===== config.mk =====
export PLATFORM = sky130hd
export DESIGN_NAME = csoir_regs
export DESIGN_NICKNAME = d
export VERILOG_FILES = /design/src/core/csoir_pkg.sv /design/src/core/csoir_alu_if.sv /design/src/core/csoir_regs.sv /design/src/core/csoir_alu.sv
export VERILOG_INCLUDE_DIRS = /design/src /design/src/core
export SDC_FILE = /design/constraint.sdc
export NUM_CORES = 1
export LEC_CHECK = 0
export ABC_AREA = 1
export BUFFER_PORTS_ARGS = -buffer_cell sky130_fd_sc_hd__buf_4
export CAP_MARGIN = 20
export CORE_MARGIN = 3
export CORE_UTILIZATION = 61
export DETAILED_ROUTE_END_ITERATION = 12
export GPL_ROUTABILITY_DRIVEN = 0
export HOLD_SLACK_MARGIN = 0.15
export PLACE_DENSITY = 0.87
export SLEW_MARGIN = 20
export SYNTH_ARGS = -nofsm -noshare
export SYNTH_HDL_FRONTEND = slang
export SYNTH_SLANG_ARGS = --single-unit

===== constraint.sdc =====
create_clock -name core_clk -period 6.1 [get_ports core_clk]
set_input_delay 1.525 -clock core_clk [delete_from_list [all_inputs] [get_ports core_clk]]
set_output_delay 1.525 -clock core_clk [all_outputs]
set_load 0.02 [all_outputs]

===== src/core/csoir_params.svh =====
// Addresses, field positions and reset values of the core flag, option and irq registers
`ifndef CSOIR_PARAMS_SVH
`define CSOIR_PARAMS_SVH

// Direct addresses (flag and irq control low seven bits repeat in every bank; option only in banks 1 and 3)
`define CSOIR_AFB_ADDR      7'h03
`define CSOIR_ICTL_ADDR     7'h0B
`define CSOIR_OPT_ADDR_B1   9'h081
`define CSOIR_OPT_ADDR_B3   9'h181

// Flag and bank select register fields
`define CSOIR_AFB_OVF       0
`define CSOIR_AFB_NIB       1
`define CSOIR_AFB_NULL      2
`define CSOIR_AFB_PWRDN     3
`define CSOIR_AFB_WDEXP     4
`define CSOIR_AFB_BANK_LO   5
`define CSOIR_AFB_BANK_HI   6

// Option register fields
`define CSOIR_OPT_RATE_MSB  2
`define CSOIR_OPT_ASSIGN    3
`define CSOIR_OPT_TEDGE     4
`define CSOIR_OPT_SRC       5
`define CSOIR_OPT_IRQ_EDGE  6
`define CSOIR_OPT_PULLUP_N  7

// Interrupt control fields
`define CSOIR_ICTL_PB_FLAG  0
`define CSOIR_ICTL_EXT_FLAG 1
`define CSOIR_ICTL_TMR_FLAG 2
`define CSOIR_ICTL_PB_EN    3
`define CSOIR_ICTL_EXT_EN   4
`define CSOIR_ICTL_TMR_EN   5
`define CSOIR_ICTL_PERI_EN  6
`define CSOIR_ICTL_GLOB_EN  7

// Reset values
`define CSOIR_AFB_RST       8'h18
`define CSOIR_OPT_RST       8'hFF
`define CSOIR_ICTL_RST      8'h00

`endif


===== src/core/csoir_pkg.sv =====
// Types shared by the core flag, option and irq register logic
package csoir_pkg;

  typedef enum logic [4:0] {
    CSOIR_OP_NONE,
    CSOIR_OP_ADD,
    CSOIR_OP_SUB,
    CSOIR_OP_AND,
    CSOIR_OP_IOR,
    CSOIR_OP_XOR,
    CSOIR_OP_MOVE_F,
    CSOIR_OP_COMPL,
    CSOIR_OP_INC,
    CSOIR_OP_DEC,
    CSOIR_OP_CLEAR,
    CSOIR_OP_ROT_R,
    CSOIR_OP_ROT_L,
    CSOIR_OP_NIB_SWAP,
    CSOIR_OP_MOVE_W,
    CSOIR_OP_BIT_CLR,
    CSOIR_OP_BIT_SET
  } csoir_op_t;

  typedef logic [7:0] csoir_byte_t;

endpackage


===== src/core/csoir_alu_if.sv =====
// Operands and flag results passed between the register block and its arithmetic unit
`timescale 1ns/100ps
interface csoir_alu_if;
  import csoir_pkg::*;
  csoir_op_t   op;
  csoir_byte_t a;
  csoir_byte_t b;
  logic [2:0]  bsel;
  logic        cin;
  csoir_byte_t res;
  logic        z;
  logic        dc;
  logic        c;
  logic        upd_z;
  logic        upd_dc;
  logic        upd_c;
  modport core (output op, a, b, bsel, cin,
                input  res, z, dc, c, upd_z, upd_dc, upd_c);
  modport alu  (input  op, a, b, bsel, cin,
                output res, z, dc, c, upd_z, upd_dc, upd_c);
endinterface


===== src/core/csoir_regs.sv =====
// Core flag and bank select, option and interrupt control registers
`timescale 1ns/100ps
`include "csoir_params.svh"
module csoir_regs
  import csoir_pkg::*;
(
  // Clock and power-on reset
  input  wire logic        core_clk,
  input  wire logic        rst_n,
  // Instruction stream
  input  wire logic        op_valid,
  input  wire csoir_op_t   op_code,
  input  wire logic        op_lit,
  input  wire logic        op_to_file,
  input  wire logic [6:0]  op_addr,
  input  wire logic [2:0]  op_bit,
  input  wire csoir_byte_t w_val,
  input  wire csoir_byte_t file_val,
  // Core events
  input  wire logic        sleep_exec,
  input  wire logic        clrwdt_exec,
  input  wire logic        wdt_timeout,
  input  wire logic        wdt_osc_tick,
  // Pins and peripheral events
  input  wire logic        ext_irq_pin,
  input  wire logic        timer_clk_pin,
  input  wire logic        timer_ovf,
  input  wire logic        portb_change,
  input  wire logic        periph_irq,
  // Write-back to file and working register
  output csoir_byte_t      wr_data_q,
  output logic [8:0]       wr_addr_q,
  output logic             wr_en_q,
  output csoir_byte_t      w_data_q,
  output logic             w_en_q,
  // Register contents and controls
  output csoir_byte_t      alu_flags_bank_select_q,
  output csoir_byte_t      timer_irq_option_control_q,
  output csoir_byte_t      irq_ctl_reg_q,
  output logic             pullup_en_q,
  output logic             timer_inc_q,
  output logic             wdt_inc_q,
  output logic             irq_q
);

  csoir_alu_if au();

  csoir_alu u_alu (
    .au (au)
  );

  csoir_byte_t afb_d, opt_d, ictl_d, wr_data_d, w_data_d, pre_q, pre_d, pre_term;
  logic [8:0]  dir_addr, wr_addr_d;
  logic        hit_afb, hit_opt, hit_ictl, own_hit, file_wr, any_upd;
  logic        wr_en_d, w_en_d, pullup_en_d, timer_inc_d, wdt_inc_d, irq_d;
  logic        ext_q, tclk_q, ext_edge, t_rise, t_fall, src_evt, pre_evt, pre_tick;

  // Direct address formed from bank bits and the seven-bit field
  assign dir_addr = {alu_flags_bank_select_q[`CSOIR_AFB_BANK_HI:`CSOIR_AFB_BANK_LO],
                     op_addr};
  assign hit_afb  = !op_lit && (op_addr == `CSOIR_AFB_ADDR);
  assign hit_opt  = !op_lit && (dir_addr == `CSOIR_OPT_ADDR_B1 ||
                                dir_addr == `CSOIR_OPT_ADDR_B3);
  assign hit_ictl = !op_lit && (op_addr == `CSOIR_ICTL_ADDR);
  assign own_hit  = hit_afb || hit_opt || hit_ictl;
  assign file_wr  = op_valid && op_to_file && !op_lit;
  assign any_upd  = au.upd_z || au.upd_dc || au.upd_c;

  // Own registers read back as operands in place of the file value
  assign au.op   = op_valid ? op_code : CSOIR_OP_NONE;
  assign au.a    = hit_afb  ? alu_flags_bank_select_q :
                   hit_opt  ? timer_irq_option_control_q :
                   hit_ictl ? irq_ctl_reg_q : file_val;
  assign au.b    = w_val;
  assign au.bsel = op_bit;
  assign au.cin  = alu_flags_bank_select_q[`CSOIR_AFB_OVF];

  // Flags and bank select next value
  always_comb begin
    afb_d = alu_flags_bank_select_q;
    if (file_wr && hit_afb) begin
      afb_d[7:5] = au.res[7:5];
      if (!any_upd)
        afb_d[2:0] = au.res[2:0];
    end
    if (au.upd_z)
      afb_d[`CSOIR_AFB_NULL] = au.z;
    if (au.upd_dc)
      afb_d[`CSOIR_AFB_NIB] = au.dc;
    if (au.upd_c)
      afb_d[`CSOIR_AFB_OVF] = au.c;
    // Watchdog and powerdown flags move only on core events
    if (clrwdt_exec) begin
      afb_d[`CSOIR_AFB_WDEXP] = 1'b1;
      afb_d[`CSOIR_AFB_PWRDN] = 1'b1;
    end
    if (sleep_exec) begin
      afb_d[`CSOIR_AFB_WDEXP] = 1'b1;
      afb_d[`CSOIR_AFB_PWRDN] = 1'b0;
    end
    if (wdt_timeout)
      afb_d[`CSOIR_AFB_WDEXP] = 1'b0;
  end

  // Option and interrupt control next values
  always_comb begin
    opt_d  = timer_irq_option_control_q;
    ictl_d = irq_ctl_reg_q;
    if (file_wr && hit_opt)
      opt_d = au.res;
    if (file_wr && hit_ictl)
      ictl_d = au.res;
    // Hardware set comes after the write so an event is never lost
    if (timer_ovf)
      ictl_d[`CSOIR_ICTL_TMR_FLAG] = 1'b1;
    if (ext_edge)
      ictl_d[`CSOIR_ICTL_EXT_FLAG] = 1'b1;
    if (portb_change)
      ictl_d[`CSOIR_ICTL_PB_FLAG] = 1'b1;
  end

  always_ff @(posedge core_clk or negedge rst_n) begin
    if (!rst_n) begin
      alu_flags_bank_select_q    <= `CSOIR_AFB_RST;
      timer_irq_option_control_q <= `CSOIR_OPT_RST;
      irq_ctl_reg_q              <= `CSOIR_ICTL_RST;
    end else begin
      alu_flags_bank_select_q    <= afb_d;
      timer_irq_option_control_q <= opt_d;
      irq_ctl_reg_q              <= ictl_d;
    end
  end

  // Pin edges; inputs arrive synchronous to core_clk
  always_comb begin
    ext_edge = timer_irq_option_control_q[`CSOIR_OPT_IRQ_EDGE] ?
               (ext_irq_pin && !ext_q) : (!ext_irq_pin && ext_q);
    t_rise   = timer_clk_pin && !tclk_q;
    t_fall   = !timer_clk_pin && tclk_q;
    src_evt  = !timer_irq_option_control_q[`CSOIR_OPT_SRC] ? 1'b1 :
               timer_irq_option_control_q[`CSOIR_OPT_TEDGE] ? t_fall : t_rise;
  end

  // Shared prescaler; watchdog ratios start at 1:1, timer ratios at 1:2
  always_comb begin
    pre_evt  = timer_irq_option_control_q[`CSOIR_OPT_ASSIGN] ? wdt_osc_tick : src_evt;
    pre_term = timer_irq_option_control_q[`CSOIR_OPT_ASSIGN] ?
      (8'h01 << timer_irq_option_control_q[`CSOIR_OPT_RATE_MSB:0]) - 8'h01 :
      (8'h02 << timer_irq_option_control_q[`CSOIR_OPT_RATE_MSB:0]) - 8'h01;
    pre_tick = pre_evt && (pre_q == pre_term);
    pre_d    = pre_q;
    if (pre_evt)
      pre_d = pre_tick ? 8'h00 : pre_q + 8'h01;
    // Restart on every option write, else a stale count could overshoot the new terminal
    if (file_wr && hit_opt)
      pre_d = 8'h00;
  end

  // Outputs registered one cycle after their cause; irq_q one cycle after the irq control register
  always_comb begin
    wr_en_d     = file_wr && !own_hit;
    wr_addr_d   = dir_addr;
    wr_data_d   = au.res;
    w_en_d      = op_valid && !op_to_file;
    w_data_d    = au.res;
    pullup_en_d = !opt_d[`CSOIR_OPT_PULLUP_N];
    timer_inc_d = timer_irq_option_control_q[`CSOIR_OPT_ASSIGN] ? src_evt : pre_tick;
    wdt_inc_d   = timer_irq_option_control_q[`CSOIR_OPT_ASSIGN] ? pre_tick : wdt_osc_tick;
    irq_d       = irq_ctl_reg_q[`CSOIR_ICTL_GLOB_EN] && (
      (irq_ctl_reg_q[`CSOIR_ICTL_TMR_EN] && irq_ctl_reg_q[`CSOIR_ICTL_TMR_FLAG]) ||
      (irq_ctl_reg_q[`CSOIR_ICTL_EXT_EN] && irq_ctl_reg_q[`CSOIR_ICTL_EXT_FLAG]) ||
      (irq_ctl_reg_q[`CSOIR_ICTL_PB_EN]  && irq_ctl_reg_q[`CSOIR_ICTL_PB_FLAG])  ||
      (irq_ctl_reg_q[`CSOIR_ICTL_PERI_EN] && periph_irq));
  end

  always_ff @(posedge core_clk or negedge rst_n) begin
    if (!rst_n) begin
      ext_q       <= 1'b0;
      tclk_q      <= 1'b0;
      pre_q       <= 8'h00;
      wr_en_q     <= 1'b0;
      wr_addr_q   <= 9'h000;
      wr_data_q   <= 8'h00;
      w_en_q      <= 1'b0;
      w_data_q    <= 8'h00;
      pullup_en_q <= 1'b0;
      timer_inc_q <= 1'b0;
      wdt_inc_q   <= 1'b0;
      irq_q       <= 1'b0;
    end else begin
      ext_q       <= ext_irq_pin;
      tclk_q      <= timer_clk_pin;
      pre_q       <= pre_d;
      wr_en_q     <= wr_en_d;
      wr_addr_q   <= wr_addr_d;
      wr_data_q   <= wr_data_d;
      w_en_q      <= w_en_d;
      w_data_q    <= w_data_d;
      pullup_en_q <= pullup_en_d;
      timer_inc_q <= timer_inc_d;
      wdt_inc_q   <= wdt_inc_d;
      irq_q       <= irq_d;
    end
  end
endmodule


===== src/core/csoir_alu.sv =====
// Arithmetic unit producing the result byte and the three result flags
`timescale 1ns/100ps
module csoir_alu
  import csoir_pkg::*;
(
  // Operands in, result and flags out
  csoir_alu_if.alu au
);

  logic [7:0] addend;
  logic       sub_cin;
  logic [8:0] sum;
  logic [4:0] lsum;

  // Subtract as add of two's complement; carries become not-borrow
  always_comb begin
    sub_cin = (au.op == CSOIR_OP_SUB);
    addend  = sub_cin ? ~au.b : au.b;
    sum     = {1'b0, au.a} + {1'b0, addend} + {8'h00, sub_cin};
    lsum    = {1'b0, au.a[3:0]} + {1'b0, addend[3:0]} + {4'h0, sub_cin};
  end

  always_comb begin
    au.res    = au.a;
    au.c      = sum[8];
    au.dc     = lsum[4];
    au.upd_z  = 1'b0;
    au.upd_dc = 1'b0;
    au.upd_c  = 1'b0;
    case (au.op)
      CSOIR_OP_ADD, CSOIR_OP_SUB: begin
        au.res    = sum[7:0];
        au.upd_z  = 1'b1;
        au.upd_dc = 1'b1;
        au.upd_c  = 1'b1;
      end
      CSOIR_OP_AND: begin
        au.res   = au.a & au.b;
        au.upd_z = 1'b1;
      end
      CSOIR_OP_IOR: begin
        au.res   = au.a | au.b;
        au.upd_z = 1'b1;
      end
      CSOIR_OP_XOR: begin
        au.res   = au.a ^ au.b;
        au.upd_z = 1'b1;
      end
      CSOIR_OP_MOVE_F: au.upd_z = 1'b1;
      CSOIR_OP_COMPL: begin
        au.res   = ~au.a;
        au.upd_z = 1'b1;
      end
      CSOIR_OP_INC: begin
        au.res   = au.a + 8'h01;
        au.upd_z = 1'b1;
      end
      CSOIR_OP_DEC: begin
        au.res   = au.a - 8'h01;
        au.upd_z = 1'b1;
      end
      CSOIR_OP_CLEAR: begin
        au.res   = 8'h00;
        au.upd_z = 1'b1;
      end
      CSOIR_OP_ROT_R: begin
        au.res   = {au.cin, au.a[7:1]};
        au.c     = au.a[0];
        au.upd_c = 1'b1;
      end
      CSOIR_OP_ROT_L: begin
        au.res   = {au.a[6:0], au.cin};
        au.c     = au.a[7];
        au.upd_c = 1'b1;
      end
      // These four leave every result flag alone
      CSOIR_OP_NIB_SWAP: au.res = {au.a[3:0], au.a[7:4]};
      CSOIR_OP_MOVE_W:   au.res = au.b;
      CSOIR_OP_BIT_CLR:  au.res = au.a & ~(8'h01 << au.bsel);
      CSOIR_OP_BIT_SET:  au.res = au.a | (8'h01 << au.bsel);
      default:           au.res = au.a;
    endcase
    au.z = ~|au.res;
  end

endmodule


==> results of run 1 <==
## worst max-delay path by stage
stage | slack (ns) | endpoint
after detailed placement | 1.46 | alu_flags_bank_select_q[2]
after floorplan | 2.03 | alu_flags_bank_select_q[2]
final | 1.71 | alu_flags_bank_select_q[2]
after global placement | 1.57 | alu_flags_bank_select_q[2]
after CTS | 1.77 | alu_flags_bank_select_q[2]
after global routing | 1.50 | alu_flags_bank_select_q[2]
## synth_stat cells, types with 2 or more instances
cell      instances  area [µm²]
a21oi_1          34         170
nor2_1           64         240
nand4_1          10        62.6
nand3b_1          4        30.0
nor3_1           14        70.1
a221oi_1          3        26.3
nand3_1          75         375
xnor2_1           2        17.5
o211ai_1          3        22.5
a211oi_1          2        15.0
xor2_1           23         201
a22oi_1           2        15.0
dfstp_2          10         263
nand2_2          18         113
dfrtp_1          47        1180
ha_1             18         225
buf_4            10        75.1
inv_2            16        60.1
nor2_2            4        25.0
o22ai_1          16         100
o21ai_0          31         155
nor2_4            7        78.8
nand2_4           7        78.8
nand2_1         172         646
inv_1           107         402
o21ai_1          13        65.1
nand3_2           6        60.1
## per-layer routing
layer	vias to the layer above	part of all wire [%]	wire length, µm	global-route usage, %
met1	2458	37	5530	39.1
met2	380	47	7020	56.1
li1	2590	-	-	-
met5	-	0	0	0
met4	0	5.6	830	18.4
met3	85	10	1540	5.08
## flip-flops by register name (all words and copies together), names as in the netlist, 8 cells and up
signal / flops
wr_addr_q: 9
irq_ctl_reg_q: 8
w_data_q: 8
pre_q: 8
timer_irq_option_control_q: 8
alu_flags_bank_select_q: 8
## logic make-up after synthesis
logic type,after synthesis,synth area share (%)
and+or+nand+nor,388,37.4
xor gates and xnor gates,26,4.73
AOI/OAI and AO/OA,112,13.0
adders and majority gates,19,4.93
buffers and inverters,135,11.0
DFF,57,28.9
## through the flow
step	hold WS [ns]	instances
after floorplan	0.495	737
after global routing	0.495	943
final	0.501	943
after detailed placement	0.460	927
after global placement	0.459	927
after CTS	0.482	943
## layout make-up
class | count | area, µm² | share of cell area, %
multi-input cells | 545 | 2990 | 50.3
inverters | 124 | 465 | 7.84
repair buffers | 99 | 743 | 12.5
clock inverters | 3 | 15.0 | 0.253
clock buffers | 13 | 159 | 2.68
flip-flops and latches | 57 | 1440 | 24.2
well taps | 102 | 128 | 2.15
## power breakdown
group	total (mW)	switching, mW	internal, mW	leakage [nW]
registers	0.461	0.0404	0.421	0.656
logic	0.394	0.242	0.152	2.39
clock network	0.310	0.142	0.168	0.0932
## critical path, cell delays in order
cell	delay [ns]
buf_4	0.13
inv_2	0.11
nand3_1	0.14
nor2_4	0.22
nand2_2	0.11
o21ai_1	0.21
inv_1	0.12
nand2_2	0.13
inv_2	0.09
ha_1	0.36
a21oi_1	0.26
nor2_1	0.07
a211oi_1	0.25
nand2_1	0.10
nand2_1	0.09
nand3_1	0.12
a22oi_2	0.29
nor2_1	0.09
nand3_1	0.08
a21oi_1	0.08
==> metrics.txt, run 1 <==
root buffer cell=clkbuf_8; Antenna Cells=0; TritonCTS clock tree=yes; setup ws final=roughly 1.7 ns; Worst-Skew Late Latency=around 0.33 ns; Syn Area/Cell=~6.7 µm²; hold depth=2; Netlist Area Pre-Place=between 4000 and 5000 µm²; DRC errors left=0; post-placement cell area=5760 µm²; IO Port Bufs=99; Mapped Nets=roughly 800; Final Setup Violations=0; Arrival @ worst endpoint=roughly 4.6 ns; Pre-Repair DR Iteration Count=6; largest net degree at the start of global routing=58; Register-to-Register Setup Slack=roughly 2.7 ns; via density per instance=5.85; R2R cell count=25; Slew HR=44.8%; crit path from=op_lit; initial antenna violation count=0; Peak Freq=between 0.2 and 0.25 GHz; Min-Delay Startpoint=alu_flags_bank_select_q[4]; wire length per cell=approximately 16 µm; RSZ-0062 raised after global routing=no; first-pass GRT wire length=between 20000 and 25000 µm; Die ar.=between 9000 and 10000 µm²; Worst Hold Class=reg -> reg; EDFF count, synth=0; Post-Place Setup Slack=1.46 ns; Max Root-Sink Buffers=2; sequential share of the synthesized area=between 20% and 30%; Slew Limit Fails=0; FF+latch count, synth=57; synth warn=0; Max IR drop VDD=0.0000953 V; die width=between 90 and 100 µm; gr ovfl total=0; IO Pins=100; critical path endpoint category=flip-flop; Mapped Cells=737; Design Area, Final=slightly below 6000 µm²; Critical Path RT=about 6.3 ns; power consumption=approximately 1.2 mW; startpoint class of the critical path=input port; Fin. Hold Viols=0; DP HPWL=between 10000 and 15000 µm; clock transition at the registers of the reported paths=roughly 0.06 ns; Initial Util=a little under two thirds; most frequent cells in the layout=nand2_1, inv_1, buf_4, nand3_1, nor2_1; post-cts repair resize count=0; number of global-route vias before repair=5113; Synth async-reset ratio=between 90% and 100%; critical path type=in -> reg; Tmin final=between 4 and 5 ns; Setup Skew=approximately 0.008 ns; cts-stage hold buffer count=0; Fin Setup TNS=0 ns; count of cell types in the netlist=46; H-tree levels=3; Pleak=3.14 nW; sinks on the clock net=between 50 and 60; total number of vias=5513; fillers=between 600 and 700; core box area=7810 µm²; row cnt=32; MaxCap Viol Count=0; Nets=900; Core Util, Final=76.0%; Final Cycle Share=between 70 and 80%; Synth Flop Type=dfrtp_1; postcts setup bufs=0; RR Endpoint=alu_flags_bank_select_q[2]; cts bufs inserted=9; Worst Hold End=alu_flags_bank_select_q[4]; global-route usage over all layers=between 30% and 40%; layout cells sized above 1=a little under a quarter; outcome=finished, final reports clean; commonest non-fill, non-tap cell in the layout=nand2_1; reg-to-reg critical path startpoint=alu_flags_bank_select_q[5]; Antenna Nets Post-Route=0; drt initial violations=~430; pwr dens=between 150 and 200 nW/µm²; Slew @ Worst Pin=roughly 0.82 ns; Post-Route WL=between 10000 and 15000 µm; Area Overhead vs Synth=19.4%; Die Span Y=between 90 and 100 µm; crit-path max FO=7
No activity file was read; power rests on OpenSTA's default activity.
==> run 2: changes to the inputs <==
--- a/config.mk
+++ b/config.mk
@@ -6,15 +6,15 @@
 export SDC_FILE = /design/constraint.sdc
 export NUM_CORES = 1
 export LEC_CHECK = 0
-export ABC_AREA = 1
+export ABC_AREA = 0
 export BUFFER_PORTS_ARGS = -buffer_cell sky130_fd_sc_hd__buf_4
 export CAP_MARGIN = 20
 export CORE_MARGIN = 3
-export CORE_UTILIZATION = 61
+export CORE_UTILIZATION = 56
 export DETAILED_ROUTE_END_ITERATION = 12
 export GPL_ROUTABILITY_DRIVEN = 0
 export HOLD_SLACK_MARGIN = 0.15
-export PLACE_DENSITY = 0.87
+export PLACE_DENSITY = 0.81
 export SLEW_MARGIN = 20
 export SYNTH_ARGS = -nofsm -noshare
 export SYNTH_HDL_FRONTEND = slang
==> constraint.sdc (replaced) <==
create_clock -name core_clk -period 4.08 [get_ports core_clk]
set_input_delay 1.02 -clock core_clk [delete_from_list [all_inputs] [get_ports core_clk]]
set_output_delay 1.02 -clock core_clk [all_outputs]
set_load 0.02 [all_outputs]
==> metrics.txt, run 2 <==
Mapped Nets=621 (-22%); Antenna Nets Post-Route=0 (unchanged); Syn Area/Cell=8.72 µm² (+29%); Worst-Skew Late Latency=0.35 ns (+0.02 ns); area of the multi-input gates=3250 µm² (+9.0%); number of global-route vias before repair=5424 (+6.1%); Register-to-Register Setup Slack=0.40 ns (-2.33 ns); Slew Limit Fails=0 (unchanged); Post-Route WL=16900 µm (+13%); Max Root-Sink Buffers=2 (unchanged); startpoint class of the critical path=input port; Mapped Cells=557 (-24%); commonest non-fill, non-tap cell in the layout=buf_4; Antenna Cells=0 (unchanged); TritonCTS clock tree=yes; Critical Path RT=4.32 ns (-1.99 ns); crit-path max FO=4 (-3); clock transition at the registers of the reported paths=0.08 ns (+0.02 ns); Nets=776 (-14%); global-route usage over all layers=34.1% (+1.2 points); R2R cell count=13 (-48%); Worst Hold Class=reg -> reg; Biggest register=wr_addr_q; DP HPWL=12900 µm (+10%); drt initial violations=482 (+11%); root buffer cell=clkbuf_8; total number of vias=5379 (-2.4%); Max IR drop VDD=0.000273 V (+190%); Area Overhead vs Synth=34.0%; Slew @ Worst Pin=0.861 ns (+0.0363 ns); Slew HR=41.1% (-3.7 points); Core Util, Final=78.1% (+2.1 points); synth warn=0 (unchanged); MaxCap Viol Count=0 (unchanged); placed cell count=804 (-13%); max FFs per register=9 (unchanged); Tmin final=4.09 ns; Die Span Y=99.1 µm (+3.0%); row cnt=33 (+3.1%); Final Setup Violations=1 (+1); RR Endpoint=pre_q[2]; hold depth=2 (unchanged); outcome=finished, violations left; Sequential Area=1440 µm² (unchanged); Setup Skew=0.0159 ns (+0.00766 ns); gr ovfl total=0 (unchanged); pwr dens=311 nW/µm² (+58%); IO Pins=100 (unchanged); IO Port Bufs=99 (unchanged); RSZ-0062 raised after global routing=yes; fillers=587 (-6.4%); Min-Delay Startpoint=alu_flags_bank_select_q[3]; initial antenna violation count=0 (unchanged); first-pass GRT wire length=27000 µm (+14%); Yosys top cell area share=24.2% (+0.55 points); most frequent cells in the layout=buf_4, nand2_1, dfrtp_1, nor2_1, o21ai_0; reg-to-reg critical path startpoint=timer_irq_option_control_q[0]; area leader, netlist=dfrtp_1; FF+latch count, synth=57 (unchanged); most frequent cell after synthesis=nand2_1; DRC errors left=0 (unchanged); synth cell count leaders=nand2_1, dfrtp_1, nor2_1; Fin Setup TNS=-0.00839 ns (-0.00839 ns); critical path endpoint category=flip-flop; Fin. Hold Viols=0 (unchanged); via density per instance=6.54 (+12%); Synth async-reset ratio=100% (unchanged); failing checks=setup timing; ranking of synthesized cells by area=dfrtp_1, dfstp_2, ha_1; wire length per cell=20.6 µm (+30%); power consumption=2.02 mW (+74%); Final Cycle Share=100%; count of cell types in the netlist=79 (+72%); sequential share of the synthesized area=29.6% (+0.67 points); die width=99.1 µm (+3.0%); largest net degree at the start of global routing=58 (unchanged); core box area=8340 µm² (+6.8%); critical path type=in -> reg; Netlist Area Pre-Place=4860 µm² (-2.3%); H-tree levels=3 (unchanged); cts bufs inserted=9 (unchanged); Worst Hold End=alu_flags_bank_select_q[3]; layout cells sized above 1=36.8% (+14 points); crit path from=op_lit; Synth Flop Type=dfrtp_1; Peak Freq=between 0.2 and 0.25 GHz; Pleak=2.98 nW (-5.3%); Initial Util=58.3% (-5.4 points); Pre-Repair DR Iteration Count=6 (unchanged); setup ws final=-0.00839 ns (-1.72 ns); sinks on the clock net=57 (unchanged); Arrival @ worst endpoint=4.33 ns (-0.27 ns); EDFF count, synth=0 (unchanged); Die ar.=9830 µm² (+6.1%); final std cells w/o fill=822 (-13%)
## run 2: worst max-delay path, cell delays in order
cell and delay (ns):
buf_8 0.10, nor4b_4 0.37, o211ai_4 0.12, or4_4 0.54, nand2_8 0.11, xnor2_2 0.07, ha_2 0.19, a21o_1 0.17
a21o_1 0.17, a41o_1 0.22, xor2_1 0.15, a221o_2 0.36, o21a_1 0.19, o22a_4 0.22, o41ai_2 0.31
## run 2: worst max path at each step
stage,to,slack (ns),cells after the start
2_1_floorplan,irq_ctl_reg_q[4],-0.27,14
3_3_place_gp,alu_flags_bank_select_q[2],-0.33,16
3_5_place_dp,alu_flags_bank_select_q[2],-0.47,14
4_1_cts,alu_flags_bank_select_q[2],0.004,14
5_1_grt,alu_flags_bank_select_q[2],-0.13,14
6_report,alu_flags_bank_select_q[2],-0.008,15
## run 2: timing repair
item	CTS	global route
hold buffers	0	0
pin swaps	4	6
setup endpoints to repair	2	11
gates resized for setup	7	11
buffers inserted	1	1
## run 2: layout make-up
cell class,instances,share of cell area (%)
inverters,22,1.27
well taps,105,2.02
clock buffers,12,2.38
clock inverters,4,1.52
multi-input cells,444,50.0
flip-flops and latches,57,22.1
repair buffers,178,20.7
## run 2: metrics by stage
step / hold slack [ns] / setup slack [ns] / cell area [µm²]
after global routing: 0.536 / -0.131 / 6510
after CTS: 0.530 / 0.00390 / 6440
after detailed placement: 0.516 / -0.466 / 6150
after floorplan: 0.480 / -0.274 / 4900
final: 0.529 / -0.00839 / 6510
after global placement: 0.500 / -0.325 / 6150
## run 2: per-layer routing
metal | vias up | part of all wire, % | global-route usage, %
met1 | 2521 | 37 | 42.7
met4 | 0 | 5.7 | 19.1
met3 | 114 | 11 | 7.50
met2 | 371 | 46 | 54.5
li1 | 2373 | - | -
met5 | - | 0 | 0
## run 2: report_power, final
group	internal, mW	switching (mW)	leakage, nW
sequential	0.630	0.0725	0.676
combinational	0.296	0.344	2.17
clock	0.441	0.241	0.127
total	1.37	0.657	2.98
## run 2: cells by family (layout without fill, tap and decap cells)
kind of cell | count (synthesis) | in the layout | share of synthesized area (%)
and+or+nand+nor | 205 | 205 | 22.7
AOI/OAI and AO/OA | 160 | 160 | 24.7
DFF | 57 | 57 | 29.6
buffers and inverters | 56 | 216 | 5.95
xor gates and xnor gates | 33 | 33 | 5.95
muxes | 27 | 27 | 5.95
adders and majority gates | 19 | 19 | 5.05
==> run 3: changes to the inputs <==
==> constraint.sdc (replaced) <==
create_clock -name core_clk -period 3.81 [get_ports core_clk]
set_input_delay 0.9525 -clock core_clk [delete_from_list [all_inputs] [get_ports core_clk]]
set_output_delay 0.9525 -clock core_clk [all_outputs]
set_load 0.02 [all_outputs]
==> metrics.txt, run 3 (same netlist as run 2, synthesis figures left out) <==
first-pass GRT wire length=27600 µm (+2.5%); via density per instance=6.61 (+0.94%); Slew Limit Fails=0 (unchanged); Worst-Skew Late Latency=0.34 ns (about the same); pwr dens=320 nW/µm² (+3.1%); commonest non-fill, non-tap cell in the layout=buf_4; Peak Freq=approximately 0.25 GHz; TritonCTS clock tree=yes; critical path type=in -> reg; Register-to-Register Setup Slack=0.08 ns (-0.32 ns); Pleak=3.14 nW (+5.4%); startpoint class of the critical path=input port; most frequent cells in the layout=buf_4, nand2_1, dfrtp_1, nor2_1, o21ai_0; gr ovfl total=0 (unchanged); core box area=8340 µm² (unchanged); Worst Hold Slack=0.516 ns (-0.0125 ns); IO Pins=100 (unchanged); number of global-route vias before repair=5430 (+0.11%); RSZ-0062 raised after global routing=yes; Slew HR=50.3% (+9.2 points); Antenna Cells=0 (unchanged); Critical Path RT=4.05 ns (-0.27 ns); Worst Hold Class=reg -> reg; DP HPWL=13300 µm (+2.9%); layout cells sized above 1=41.3% (+4.4 points); Nets=808 (+4.1%); Fin. Hold Viols=0 (unchanged); Pre-Repair DR Iteration Count=6 (unchanged); global-route usage over all layers=35.1% (+1.0 points); root buffer cell=clkbuf_8; crit-path max FO=4 (unchanged); max FFs per register=9 (unchanged); Final Setup Violations=16 (+15); Design Area, Final=6840 µm² (+5.0%); Die Span Y=99.1 µm (unchanged); DRC errors left=0 (unchanged); CP cell instances=buf_8, nor4b_4, o211ai_4, or4_4, nand2_8, xnor2_2, ha_2, a21o_1, a21o_1, a41o_1, xor2_1, a221o_2, o21a_1, o22a_2, o41ai_2; Area Overhead vs Synth=40.7%; Biggest register=wr_addr_q; cts-stage hold buffer count=0 (unchanged); Post-Route WL=18100 µm (+7.1%); failing checks=setup timing; CP peak stage delay=0.55 ns (about the same); CP max stage cell=or4_4; clock transition at the registers of the reported paths=0.07 ns (about the same); Arrival @ worst endpoint=4.26 ns (-0.07 ns); most frequent CP cell=a21o_1; Tmin final=between 4 and 5 ns; die width=99.1 µm (unchanged); Die ar.=9830 µm² (unchanged); post-placement cell area=6320 µm² (+2.8%); Post-Place Setup Slack=-0.519 ns (-0.0530 ns); Antenna Nets Post-Route=0 (unchanged); Final Cycle Share=106%; setup ws final=-0.217 ns (-0.209 ns); drt initial violations=583 (+21%); power consumption=2.19 mW (+8.3%); IO Port Bufs=99 (unchanged); Core Util, Final=82.0% (+3.9 points); row cnt=33 (unchanged); cts bufs inserted=9 (unchanged); Buf/Inv on CP=1 (unchanged); initial antenna violation count=0 (unchanged); MaxCap Viol Count=0 (unchanged); CP delay by family, top=compound AO/OA/AOI/OAI gates; critical path endpoint category=flip-flop; Max Root-Sink Buffers=2 (unchanged); wire length per cell=21.2 µm (+3.1%); largest net degree at the start of global routing=58 (unchanged); Max IR drop VDD=0.000231 V (-15%); Slew @ Worst Pin=0.740 ns (-0.121 ns); total number of vias=5641 (+4.9%); Initial Util=58.3% (unchanged); sinks on the clock net=57 (unchanged); H-tree levels=3 (unchanged); outcome=finished, violations left; Setup Skew=0.00783 ns (-0.00802 ns)
run 3: cell type report:
type / instances / area [µm²]
clock buffer: 11 / 141
clock inverter: 5 / 103
fill: 486 / 1500
inverter: 22 / 82.6
multi-input combinational: 444 / 3320
sequential: 57 / 1440
tap: 105 / 131
timing repair buffer: 210 / 1620
run 3: per-stage QoR:
| stage | setup TNS, ns | cells |
|---|---|---|
| floorplan | -3.15 | 557 |
| global placement | -6.62 | 827 |
| CTS | -0.300 | 846 |
| detailed placement | -8.42 | 827 |
| global route | -3.70 | 854 |
| finish | -2.05 | 854 |
run 3: worst paths after layout:
check	from	end	cells past startpoint
hold / removal	alu_flags_bank_select_q[6]	wr_addr_q[8]	0
max in group asynchronous	rst_n	w_data_q[2]	1
hold reg to reg	alu_flags_bank_select_q[6]	wr_addr_q[8]	0
min in group asynchronous	rst_n	irq_q	1
setup reg to reg	alu_flags_bank_select_q[5]	alu_flags_bank_select_q[2]	15
setup / recovery	op_lit	alu_flags_bank_select_q[2]	15
run 3: where the power goes:
group	total [mW]	internal, mW	switching, mW
combinational	0.728	0.343	0.385
sequential	0.755	0.675	0.0805
clock	0.708	0.451	0.256
total	2.19	1.47	0.721
run 3: layer usage:
metal	GRT usage [%]	wire length, µm	vias to the layer above	part of all wire (%)
li1	-	-	2442	-
met5	0	0	-	0
met1	43.1	6570	2605	36
met4	16.1	1130	0	6.2
met3	9.33	2010	135	11
met2	57.7	8390	459	46
run 3: timing repair:
item / 4_1_cts / 5_1_grt
setup endpoints to repair: 14 / 23
gates resized for setup: 19 / 23
endpoints found under the hold margin: 0 / 0
pin swaps: 9 / 24
buffers inserted: 3 / 8
